### config.mk
export PLATFORM = sky130hd
export DESIGN_NAME = iac_ctrl
export DESIGN_NICKNAME = d
export VERILOG_FILES = /design/src/rtl/iac_ctrl.v
export VERILOG_INCLUDE_DIRS = /design/src /design/src/rtl
export SDC_FILE = /design/constraint.sdc
export NUM_CORES = 1
export LEC_CHECK = 0
export BUFFER_PORTS_ARGS = -buffer_cell sky130_fd_sc_hd__buf_2
export CAP_MARGIN = 40
export CORE_ASPECT_RATIO = 1.1
export CORE_MARGIN = 2
export CORE_UTILIZATION = 58
export CTS_CLUSTER_SIZE = 14
export DETAILED_ROUTE_END_ITERATION = 7
export GPL_TIMING_DRIVEN = 0
export HOLD_SLACK_MARGIN = 0.08
export PLACE_DENSITY_LB_ADDON = 0.3
export SKIP_CTS_REPAIR_TIMING = 1
export SLEW_MARGIN = 10
export SYNTH_ARGS = -nofsm -noshare
export SYNTH_HDL_FRONTEND = slang
export SYNTH_SLANG_ARGS = --single-unit
### constraint.sdc
create_clock -name aclk -period 3.8 [get_ports aclk]
set_input_delay 0.19 -clock aclk [delete_from_list [all_inputs] [get_ports aclk]]
set_output_delay 0.19 -clock aclk [all_outputs]
set_load 0.02 [all_outputs]
### src/rtl/iac_defs.vh
// register map, field positions and reset values of the two-wire controller
`ifndef IAC_DEFS_VH
`define IAC_DEFS_VH
`define IAC_A_SADDR 8'h00
`define IAC_A_DIV 8'h04
`define IAC_A_CTL 8'h08
`define IAC_A_STS 8'h0c
`define IAC_A_DATA 8'h10
`define IAC_A_ACTL 8'h14
`define IAC_RST_BYTE 8'h00
`define IAC_SADDR_MASK 8'hfe
`define IAC_ACTL_MASK 8'hc7
`define IAC_C_EN 7
`define IAC_C_IE 6
`define IAC_C_MST 5
`define IAC_C_TX 4
`define IAC_C_TRANSMIT_ACK_CONTROL 3
`define IAC_C_REPEAT_START_REQUEST 2
`define IAC_S_ARBITRATION_LOST 4
`define IAC_S_IRQF 1
`define IAC_A_GCEN 7
`define IAC_A_EXT 6
`define IAC_A_B10 2
`define IAC_A_B9 1
`define IAC_A_B8 0
`define IAC_TEN_PREFIX 5'h1e
`define IAC_GC_ADDR 8'h00
`define IAC_DIV_SHIFT 2
`define IAC_RESP_OKAY 2'h0
`define IAC_RESP_SLVERR 2'h2
`endif

### src/rtl/iac_ctrl.v
// byte-oriented two-wire bus controller with AXI4-Lite register access
// Function
// - general call matches too when enabled
// - general call: slave receiver, addressed flag set
// - data register holds received address byte
// - general call ignored and unacknowledged when disabled
// - comes up disabled, never resets the chip
// - interrupt is flag AND enable
// - interrupt flag cleared by writing one
// - byte, address match, arbitration loss raise flag
// - transfer complete at ninth clock fall
// - addressed flag on own or general address
// - lost arbitration on transmit bit mismatch
// - lost arbitration on receiver acknowledge mismatch
// - lost arbitration when starting on busy bus
// - lost arbitration on repeat start as slave
// - lost arbitration on unrequested stop
// - lost arbitration bit cleared by writing one
// - bit rate from multiplier and divider field
// - address register bits 7:1, bit 0 zero
// - ten-bit first byte is 11110, bits, direction
`default_nettype none
`include "iac_defs.vh"
module iac_ctrl #(
   parameter AW = 8
) (
   input wire aclk,
   input wire aresetn,
   input wire ce,
   input wire [AW-1:0] awaddr,
   input wire awvalid,
   output wire awready,
   input wire [31:0] wdata,
   input wire [3:0] wstrb,
   input wire wvalid,
   output wire wready,
   output wire [1:0] bresp,
   output wire bvalid,
   input wire bready,
   input wire [AW-1:0] araddr,
   input wire arvalid,
   output wire arready,
   output wire [31:0] rdata,
   output wire [1:0] rresp,
   output wire rvalid,
   input wire rready,
   input wire scl_in,
   output wire scl_out,
   output wire scl_oe_n,
   input wire sda_in,
   output wire sda_out,
   output wire sda_oe_n,
   output wire irq
);
   localparam ST_IDLE = 3'd0;
   localparam ST_START = 3'd1;
   localparam ST_RUN = 3'd2;
   localparam ST_STOP1 = 3'd3;
   localparam ST_STOP2 = 3'd4;
   localparam ST_STOP3 = 3'd5;
   localparam ST_RS1 = 3'd6;
   localparam ST_RS2 = 3'd7;

   function reg_hit;
      input [AW-1:0] a;
      begin
         reg_hit = (a == `IAC_A_SADDR) || (a == `IAC_A_DIV) || (a == `IAC_A_CTL) ||
            (a == `IAC_A_STS) || (a == `IAC_A_DATA) || (a == `IAC_A_ACTL);
      end
   endfunction

   // half scl period = multiplier x divider, divider = 4 x (field + 1)
   function [15:0] scl_half;
      input [7:0] f;
      reg [1:0] sh;
      begin
         case (f[7:6])
            2'b01: sh = 2'd1;
            2'b10: sh = 2'd2;
            default: sh = 2'd0;
         endcase
         scl_half = ({10'h000, f[5:0]} + 16'h0001) << (`IAC_DIV_SHIFT + sh);
      end
   endfunction

   reg aw_ok_r, w_ok_r, ws_r, bvalid_r, rvalid_r;
   reg [AW-1:0] awa_r;
   reg [7:0] wd_r;
   reg [1:0] bresp_r, rresp_r;
   reg [31:0] rdata_r;
   reg [7:0] sa_r, div_r, actl_r, data_r, shift_r, rd_nxt;
   reg en_r, ie_r, tx_r, transmit_ack_control_r, master_r;
   reg tcf_r, busy_r, arbitration_lost_r, irqf_r, srw_r, received_ack_r;
   reg scl_p_r, sda_p_r, scl_low_r, sda_low_r;
   reg active_r, xmit_r, hold_r, slv_sel_r, ack_ok_r, ten1_r, ten_known_r;
   reg [1:0] addr_ph_r;
   reg [3:0] bitcnt_r;
   reg [2:0] mst_st_r;
   reg [15:0] cnt_r;

   assign awready = ce & ~aw_ok_r & ~bvalid_r;
   assign wready = ce & ~w_ok_r & ~bvalid_r;
   assign arready = ce & ~rvalid_r;
   assign bvalid = bvalid_r;
   assign bresp = bresp_r;
   assign rvalid = rvalid_r;
   assign rresp = rresp_r;
   assign rdata = rdata_r;
   assign irq = irqf_r & ie_r;
   // open drain: output fixed low, enable (active low) pulls the wire
   assign scl_out = 1'b0;
   assign sda_out = 1'b0;
   assign scl_oe_n = ~scl_low_r;
   assign sda_oe_n = ~sda_low_r;

   wire wr_go = aw_ok_r & w_ok_r & ~bvalid_r;
   wire wr_en = wr_go & ws_r & reg_hit(awa_r);
   wire rd_go = arvalid & arready;
   wire w_ctl = wr_en & (awa_r == `IAC_A_CTL);
   wire w_sts = wr_en & (awa_r == `IAC_A_STS);
   wire w_dat = wr_en & (awa_r == `IAC_A_DATA);
   wire r_dat = rd_go & (araddr == `IAC_A_DATA);
   wire resume = hold_r & (w_dat | r_dat);
   wire mst_on = w_ctl & wd_r[`IAC_C_MST] & wd_r[`IAC_C_EN] & ~master_r;
   wire mst_off = w_ctl & ~wd_r[`IAC_C_MST] & master_r;
   wire rs_req = w_ctl & wd_r[`IAC_C_REPEAT_START_REQUEST] & wd_r[`IAC_C_EN];

   wire scl_rise = scl_in & ~scl_p_r;
   wire scl_fall = ~scl_in & scl_p_r;
   wire start_det = scl_in & scl_p_r & sda_p_r & ~sda_in;
   wire stop_det = scl_in & scl_p_r & ~sda_p_r & sda_in;
   wire [7:0] rx_byte = {shift_r[6:0], sda_in};
   wire m_gc = actl_r[`IAC_A_GCEN] & (rx_byte == `IAC_GC_ADDR);
   wire m_7 = ~actl_r[`IAC_A_EXT] & (rx_byte[7:1] == sa_r[7:1]);
   wire m_t1 = actl_r[`IAC_A_EXT] & (rx_byte[7:3] == `IAC_TEN_PREFIX) &
      (rx_byte[2:1] == {actl_r[`IAC_A_B10], actl_r[`IAC_A_B9]});
   wire m_t2 = (rx_byte == {actl_r[`IAC_A_B8], sa_r[7:1]});
   wire adr_hit = (addr_ph_r == 2'd1) ? (m_gc | m_7 | (m_t1 & (~rx_byte[0] | ten_known_r))) :
      ((addr_ph_r == 2'd2) & m_t2);
   wire addr_eval = scl_rise & active_r & (bitcnt_r == 4'd7) & ~master_r & (addr_ph_r != 2'd0);
   wire engaged = master_r | slv_sel_r | ((addr_ph_r != 2'd0) & ack_ok_r);
   wire byte_done = en_r & active_r & scl_fall & (bitcnt_r == 4'd9) & engaged;
   // we release sda (a one) where the bus should agree with us
   wire drive_hi = master_r & ~sda_low_r & ((xmit_r & (bitcnt_r < 4'd8)) | (~xmit_r & (bitcnt_r == 4'd8)));
   wire arb_bit = scl_rise & active_r & drive_hi & ~sda_in;
   wire arb_busy = mst_on & busy_r;
   wire arb_rs = rs_req & ~master_r;
   wire arb_stop = stop_det & master_r & (mst_st_r != ST_STOP3);
   wire lost = en_r & (arb_bit | arb_stop) | arb_busy | arb_rs;
   wire xmit_nx = master_r ? tx_r : (slv_sel_r & srw_r);
   wire tick = (cnt_r >= scl_half(div_r) - 16'h0001);

   always @* begin
      case (araddr)
         `IAC_A_SADDR: rd_nxt = sa_r;
         `IAC_A_DIV: rd_nxt = div_r;
         `IAC_A_CTL: rd_nxt = {en_r, ie_r, master_r, tx_r, transmit_ack_control_r, 3'b000};
         `IAC_A_STS: rd_nxt = {tcf_r, slv_sel_r, busy_r, arbitration_lost_r, 1'b0, srw_r, irqf_r, received_ack_r};
         `IAC_A_DATA: rd_nxt = data_r;
         `IAC_A_ACTL: rd_nxt = actl_r;
         default: rd_nxt = 8'h00;
      endcase
   end

   always @(posedge aclk) begin
      if (!aresetn) begin
         aw_ok_r <= 1'b0;
         w_ok_r <= 1'b0;
         ws_r <= 1'b0;
         awa_r <= {AW{1'b0}};
         wd_r <= 8'h00;
         bvalid_r <= 1'b0;
         bresp_r <= `IAC_RESP_OKAY;
         rvalid_r <= 1'b0;
         rresp_r <= `IAC_RESP_OKAY;
         rdata_r <= 32'h0000_0000;
         sa_r <= `IAC_RST_BYTE;
         div_r <= `IAC_RST_BYTE;
         actl_r <= `IAC_RST_BYTE;
         data_r <= `IAC_RST_BYTE;
         shift_r <= `IAC_RST_BYTE;
         en_r <= 1'b0;
         ie_r <= 1'b0;
         tx_r <= 1'b0;
         transmit_ack_control_r <= 1'b0;
         master_r <= 1'b0;
         tcf_r <= 1'b0;
         busy_r <= 1'b0;
         arbitration_lost_r <= 1'b0;
         irqf_r <= 1'b0;
         srw_r <= 1'b0;
         received_ack_r <= 1'b0;
         scl_p_r <= 1'b1;
         sda_p_r <= 1'b1;
         scl_low_r <= 1'b0;
         sda_low_r <= 1'b0;
         active_r <= 1'b0;
         xmit_r <= 1'b0;
         hold_r <= 1'b0;
         slv_sel_r <= 1'b0;
         ack_ok_r <= 1'b0;
         ten1_r <= 1'b0;
         ten_known_r <= 1'b0;
         addr_ph_r <= 2'd0;
         bitcnt_r <= 4'd0;
         mst_st_r <= ST_IDLE;
         cnt_r <= 16'h0000;
      end else if (ce) begin
         scl_p_r <= scl_in;
         sda_p_r <= sda_in;
         if (awvalid & awready) begin
            aw_ok_r <= 1'b1;
            awa_r <= awaddr;
         end
         if (wvalid & wready) begin
            w_ok_r <= 1'b1;
            wd_r <= wdata[7:0];
            ws_r <= wstrb[0];
         end
         if (wr_go) begin
            aw_ok_r <= 1'b0;
            w_ok_r <= 1'b0;
            bvalid_r <= 1'b1;
            bresp_r <= reg_hit(awa_r) ? `IAC_RESP_OKAY : `IAC_RESP_SLVERR;
         end else if (bvalid_r & bready) begin
            bvalid_r <= 1'b0;
         end
         if (rd_go) begin
            rvalid_r <= 1'b1;
            rdata_r <= {24'h000000, rd_nxt};
            rresp_r <= reg_hit(araddr) ? `IAC_RESP_OKAY : `IAC_RESP_SLVERR;
         end else if (rvalid_r & rready) begin
            rvalid_r <= 1'b0;
         end
         if (wr_en & (awa_r == `IAC_A_SADDR))
            sa_r <= wd_r & `IAC_SADDR_MASK;
         if (wr_en & (awa_r == `IAC_A_DIV))
            div_r <= wd_r;
         if (wr_en & (awa_r == `IAC_A_ACTL))
            actl_r <= wd_r & `IAC_ACTL_MASK;
         if (w_dat)
            data_r <= wd_r;
         if (w_ctl) begin
            en_r <= wd_r[`IAC_C_EN];
            ie_r <= wd_r[`IAC_C_IE];
            tx_r <= wd_r[`IAC_C_TX];
            transmit_ack_control_r <= wd_r[`IAC_C_TRANSMIT_ACK_CONTROL];
         end
         if (start_det)
            busy_r <= 1'b1;
         else if (stop_det)
            busy_r <= 1'b0;
         // hardware set wins over a software clear in the same cycle
         if (byte_done)
            tcf_r <= 1'b1;
         else if (resume)
            tcf_r <= 1'b0;
         if (byte_done | lost)
            irqf_r <= 1'b1;
         else if (w_sts & wd_r[`IAC_S_IRQF])
            irqf_r <= 1'b0;
         if (lost)
            arbitration_lost_r <= 1'b1;
         else if (w_sts & wd_r[`IAC_S_ARBITRATION_LOST])
            arbitration_lost_r <= 1'b0;
         if (!en_r) begin
            master_r <= 1'b0;
            mst_st_r <= ST_IDLE;
            scl_low_r <= 1'b0;
            sda_low_r <= 1'b0;
            active_r <= 1'b0;
            hold_r <= 1'b0;
            slv_sel_r <= 1'b0;
            ack_ok_r <= 1'b0;
            ten_known_r <= 1'b0;
            addr_ph_r <= 2'd0;
         end else begin
            if (start_det) begin
               active_r <= 1'b1;
               bitcnt_r <= 4'd0;
               addr_ph_r <= 2'd1;
               ack_ok_r <= 1'b0;
               hold_r <= 1'b0;
               if (!master_r) begin
                  xmit_r <= 1'b0;
                  slv_sel_r <= 1'b0;
                  sda_low_r <= 1'b0;
                  scl_low_r <= 1'b0;
               end
            end else if (stop_det) begin
               active_r <= 1'b0;
               addr_ph_r <= 2'd0;
               slv_sel_r <= 1'b0;
               ack_ok_r <= 1'b0;
               ten_known_r <= 1'b0;
               hold_r <= 1'b0;
            end else if (active_r & scl_rise) begin
               bitcnt_r <= bitcnt_r + 4'd1;
               if (bitcnt_r < 4'd8 && !xmit_r)
                  shift_r <= rx_byte;
               if (bitcnt_r == 4'd7 && !xmit_r)
                  data_r <= rx_byte;
               if (addr_eval) begin
                  ack_ok_r <= adr_hit;
                  ten1_r <= m_t1 & ~rx_byte[0];
                  if (addr_ph_r == 2'd1)
                     srw_r <= rx_byte[0] & ~m_gc;
               end
               if (bitcnt_r == 4'd8 && xmit_r) begin
                  received_ack_r <= sda_in;
                  if (!master_r && sda_in)
                     slv_sel_r <= 1'b0;
               end
            end else if (active_r & scl_fall) begin
               if (bitcnt_r == 4'd9) begin
                  bitcnt_r <= 4'd0;
                  sda_low_r <= 1'b0;
                  hold_r <= engaged;
                  ack_ok_r <= 1'b0;
                  if (engaged && !master_r)
                     scl_low_r <= 1'b1;
                  if (addr_ph_r != 2'd0 && !master_r) begin
                     slv_sel_r <= ack_ok_r;
                     addr_ph_r <= ((addr_ph_r == 2'd1) & ten1_r & ack_ok_r) ? 2'd2 : 2'd0;
                     if (addr_ph_r == 2'd2 && ack_ok_r)
                        ten_known_r <= 1'b1;
                  end else begin
                     addr_ph_r <= 2'd0;
                  end
               end else if (bitcnt_r == 4'd8) begin
                  if (xmit_r)
                     sda_low_r <= 1'b0;
                  else if (addr_ph_r != 2'd0 && !master_r)
                     sda_low_r <= ack_ok_r;
                  else
                     sda_low_r <= engaged & ~transmit_ack_control_r;
               end else if (xmit_r) begin
                  shift_r <= shift_r << 1;
                  sda_low_r <= ~shift_r[6];
               end
            end
            if (resume) begin
               hold_r <= 1'b0;
               xmit_r <= xmit_nx;
               if (!master_r)
                  scl_low_r <= 1'b0;
               if (w_dat) begin
                  shift_r <= wd_r;
                  sda_low_r <= xmit_nx & ~wd_r[7];
               end
            end
            // master clock and start, stop, repeat-start sequencing
            case (mst_st_r)
               ST_IDLE: begin
                  cnt_r <= 16'h0000;
                  if (mst_on && !busy_r) begin
                     master_r <= 1'b1;
                     mst_st_r <= ST_START;
                  end
               end
               ST_START: begin
                  sda_low_r <= 1'b1;
                  cnt_r <= tick ? 16'h0000 : cnt_r + 16'h0001;
                  if (tick) begin
                     scl_low_r <= 1'b1;
                     hold_r <= 1'b1;
                     mst_st_r <= ST_RUN;
                  end
               end
               ST_RUN: begin
                  if (mst_off) begin
                     mst_st_r <= ST_STOP1;
                     cnt_r <= 16'h0000;
                  end else if (rs_req) begin
                     mst_st_r <= ST_RS1;
                     cnt_r <= 16'h0000;
                  end else if (scl_low_r) begin
                     if (hold_r)
                        cnt_r <= 16'h0000;
                     else
                        cnt_r <= tick ? 16'h0000 : cnt_r + 16'h0001;
                     if (!hold_r && tick)
                        scl_low_r <= 1'b0;
                  end else begin
                     // a slave stretching scl keeps the high phase from counting
                     cnt_r <= (!scl_in || tick) ? 16'h0000 : cnt_r + 16'h0001;
                     if (scl_in && tick)
                        scl_low_r <= 1'b1;
                  end
               end
               ST_STOP1: begin
                  scl_low_r <= 1'b1;
                  sda_low_r <= 1'b1;
                  cnt_r <= tick ? 16'h0000 : cnt_r + 16'h0001;
                  if (tick)
                     mst_st_r <= ST_STOP2;
               end
               ST_STOP2: begin
                  scl_low_r <= 1'b0;
                  cnt_r <= (!scl_in || tick) ? 16'h0000 : cnt_r + 16'h0001;
                  if (scl_in && tick) begin
                     sda_low_r <= 1'b0;
                     mst_st_r <= ST_STOP3;
                  end
               end
               ST_STOP3: begin
                  if (stop_det) begin
                     master_r <= 1'b0;
                     mst_st_r <= ST_IDLE;
                  end
               end
               ST_RS1: begin
                  sda_low_r <= 1'b0;
                  cnt_r <= tick ? 16'h0000 : cnt_r + 16'h0001;
                  if (tick)
                     mst_st_r <= ST_RS2;
               end
               ST_RS2: begin
                  scl_low_r <= 1'b0;
                  cnt_r <= (!scl_in || tick) ? 16'h0000 : cnt_r + 16'h0001;
                  if (scl_in && tick)
                     mst_st_r <= ST_START;
               end
               default: mst_st_r <= ST_IDLE;
            endcase
            // a losing master drops to slave receive without a stop
            if (lost && master_r) begin
               master_r <= 1'b0;
               mst_st_r <= ST_IDLE;
               xmit_r <= 1'b0;
               sda_low_r <= 1'b0;
               scl_low_r <= 1'b0;
               hold_r <= 1'b0;
            end
         end
      end
   end
endmodule
`default_nettype wire

==> run metrics <==
post-synthesis sequential area ratio 31.35%; TritonCTS sink count 113; H-tree depth 4; most frequent cells in the layout 126 x nand2_1, 111 x dfxtp_1, 70 x o21ai_0; Initial Util 59.71%; # port buffers 52; Synth async-reset ratio 0%; Core Area 12090 um^2; Critical Path Sink Type register; period utilization 97.47%; Startpoint Class register; Placed Area 7771 um^2; Mapped Area 7217 um^2; clk_skew 0.008333 ns; min Tclk post-route 3.704 ns; first drt pass iteration count 7; nets@finish 1137; overall power 3005 uW; drt via density 6.127; Slew Limit Fails 0; max_slew headroom 43.85%; Buffers & Inverters on Critical Path 2; Final TNS setup 0 ns; Crit path largest cell delay 0.44 ns; Setup-failing EPs final 0; outcome completed; GRT overflow 0; largest net degree at the start of global routing 17; critical path type register to register; Worst-Margin Slew 0.8305 ns; GR Util met3 6.445%; # diodes 0; Cell variety after synth 64; I/O pin count 108; Finished Cell Area 8650 um^2; clk_lat worst skew 0.42 ns; vias in the first global route 6504; DR vias 7469; routed wire length 21300 um; Area Growth Syn to Fin 19.85%; chip width 110.4 um; die area 13350 um^2; Util after Layout 71.56%; row cnt 42; layout cells sized above 1 14.37%; final hold viol count 0; CTS tree built; WL per Instance 17.47 um; first-pass GRT wire length 32540 um; Worst Path Required 4.17 ns; Crit-path slowest cell dfxtp_1; commonest non-fill, non-tap cell in the layout nand2_1; CTS Buf Count 17; Max-cap violations 0; Hold WC Path Type input pin to register; f_max 270.0 MHz; busiest grt layer met2; Total GRT Usage 31.60%; CP arrival 4.08 ns; synthesis-stage register bit count 113; ANT nets after route 0; Clock Tree Buf Depth 2; EDFF count, synth 0; Ys Warns 0; fillcell total 977; Clock transition at path regs 0.06 ns; Cells after Synth 930; Avg Synthesized Cell Area 7.760 um^2; DR iter-0 viols 917; Critical Path, Cell by Cell nand3_1 -> xor2_2 -> nor2_1 -> a21o_1 -> a221oi_1 -> a31oi_1 -> a31oi_1 -> ha_1 -> a21oi_1 -> o21ai_0 -> o211ai_1 -> buf_4 -> o2111a_2 -> nand2_2 -> buf_6 -> nor4_1 -> a21o_1; ys flop type dfxtp_1; DRC Markers 0; Global Route met1 Usage 40.48%; Max IR drop VDD 0.0002892 V; largest fanout on the critical path 6; Root Buffer clkbuf_16; initial antenna violation count 0; power density cells 347.5 nW/um^2; grt met2 use 49.58%; routability cong. 0.9527; Die Ht 121.0 um; Pleak 0.003515 uW; CP delay by family, top compound AO/OA/AOI/OAI gates; hpwl dp 14860 um
==> worst min-delay path, cell delays in order <==
cell	delay, ns
buf_2	0.08
nand2_1	0.05
nand2_1	0.05
a21boi_0	0.07
==> worst paths after layout <==
path	endpoint	from	depth (start not counted)	slack (ns)
worst max-delay path	cnt_r[11]	div_r[2]	17	0.1
worst min-delay path	rvalid	rready	4	0.07
worst max register to register	cnt_r[11]	div_r[2]	17	0.1
worst min register to register	awa_r[1]	awa_r[1]	2	0.46
==> kinds of logic after synthesis <==
family                     Yosys count  share of synthesized area [%]
DFF                                113                          31.35
adders and majority gates           23                          3.988
xor gates and xnor gates            31                          3.762
buffers and inverters               95                          6.571
muxes                               34                          5.496
and+or+nand+nor                    383                          27.25
AOI/OAI and AO/OA                  250                          21.53
other                                1                        0.05196
==> layout make-up <==
cell class,count,area (um^2),area share (%)
repair buffers,76,480.5,5.555
clock inverters,13,128.9,1.490
inverters,15,56.30,0.6509
clock buffers,19,452.9,5.237
multi-input cells,749,4642,53.67
plain buffers,80,431.7,4.991
flip-flops and latches,113,2265,26.18
well taps,154,192.7,2.228
==> synthesized netlist by cell type, types with 7 or more instances <==
master | n | area (um^2)
mux2i_1 | 25 | 250.2
nor3_1 | 16 | 80.08
nand3_1 | 27 | 135.1
nand2b_1 | 21 | 131.4
xnor2_1 | 13 | 113.9
a21boi_0 | 33 | 247.7
or3_1 | 20 | 125.1
a21oi_1 | 59 | 295.3
clkbuf_1 | 44 | 165.2
o21ai_1 | 8 | 40.04
and3_1 | 13 | 81.33
a21boi_1 | 8 | 60.06
nor4_1 | 9 | 56.30
buf_4 | 28 | 210.2
dfxtp_1 | 113 | 2262
a31oi_1 | 11 | 68.82
nor2b_1 | 34 | 212.7
and2_1 | 15 | 93.84
inv_1 | 14 | 52.55
nand2_1 | 127 | 476.7
o21ai_0 | 70 | 350.3
nor2_1 | 57 | 214.0
nand4_1 | 11 | 68.82
xor2_1 | 18 | 157.7
ha_1 | 23 | 287.8
nor3b_1 | 7 | 52.55
o211ai_1 | 7 | 52.55
a21o_1 | 13 | 97.59
==> registers in the layout, indices dropped and copies added (netlist names), 2 cells and up <==
register and flops:
actl_r 5, addr_ph_r 2, awa_r 8, bitcnt_r 4
cnt_r 16, data_r 8, div_r 8, mst_st_r 3
rdata 8, sa_r 7, shift_r 7, wd_r 8
==> routing by layer <==
layer | vias to the layer above | wire length, um
met2 | 421 | 9859
met4 | 0 | 1062
met5 | - | 0
met3 | 93 | 1854
met1 | 3435 | 8526
li1 | 3520 | -
==> through the flow <==
| stage | cells | hold WS, ns | worst slack, ns |
|---|---|---|---|
| 4_1_cts | 1195 | 0.006745 | -0.4587 |
| 6_report | 1219 | 0.07288 | 0.09604 |
| 3_5_place_dp | 1163 | 0.4496 | -0.4283 |
| 2_1_floorplan | 957 | 0.3349 | 0.3067 |
| 5_1_grt | 1219 | 0.09688 | -0.05216 |
| 3_3_place_gp | 1163 | 0.4424 | -0.3937 |
==> report_power, final <==
group / total [uW] / internal (uW) / switching [uW]
Sequential: 1220 / 1200 / 20.5
Combinational: 230 / 90.4 / 139
Clock: 1550 / 942 / 612
Power figures use the tool's default switching activity.
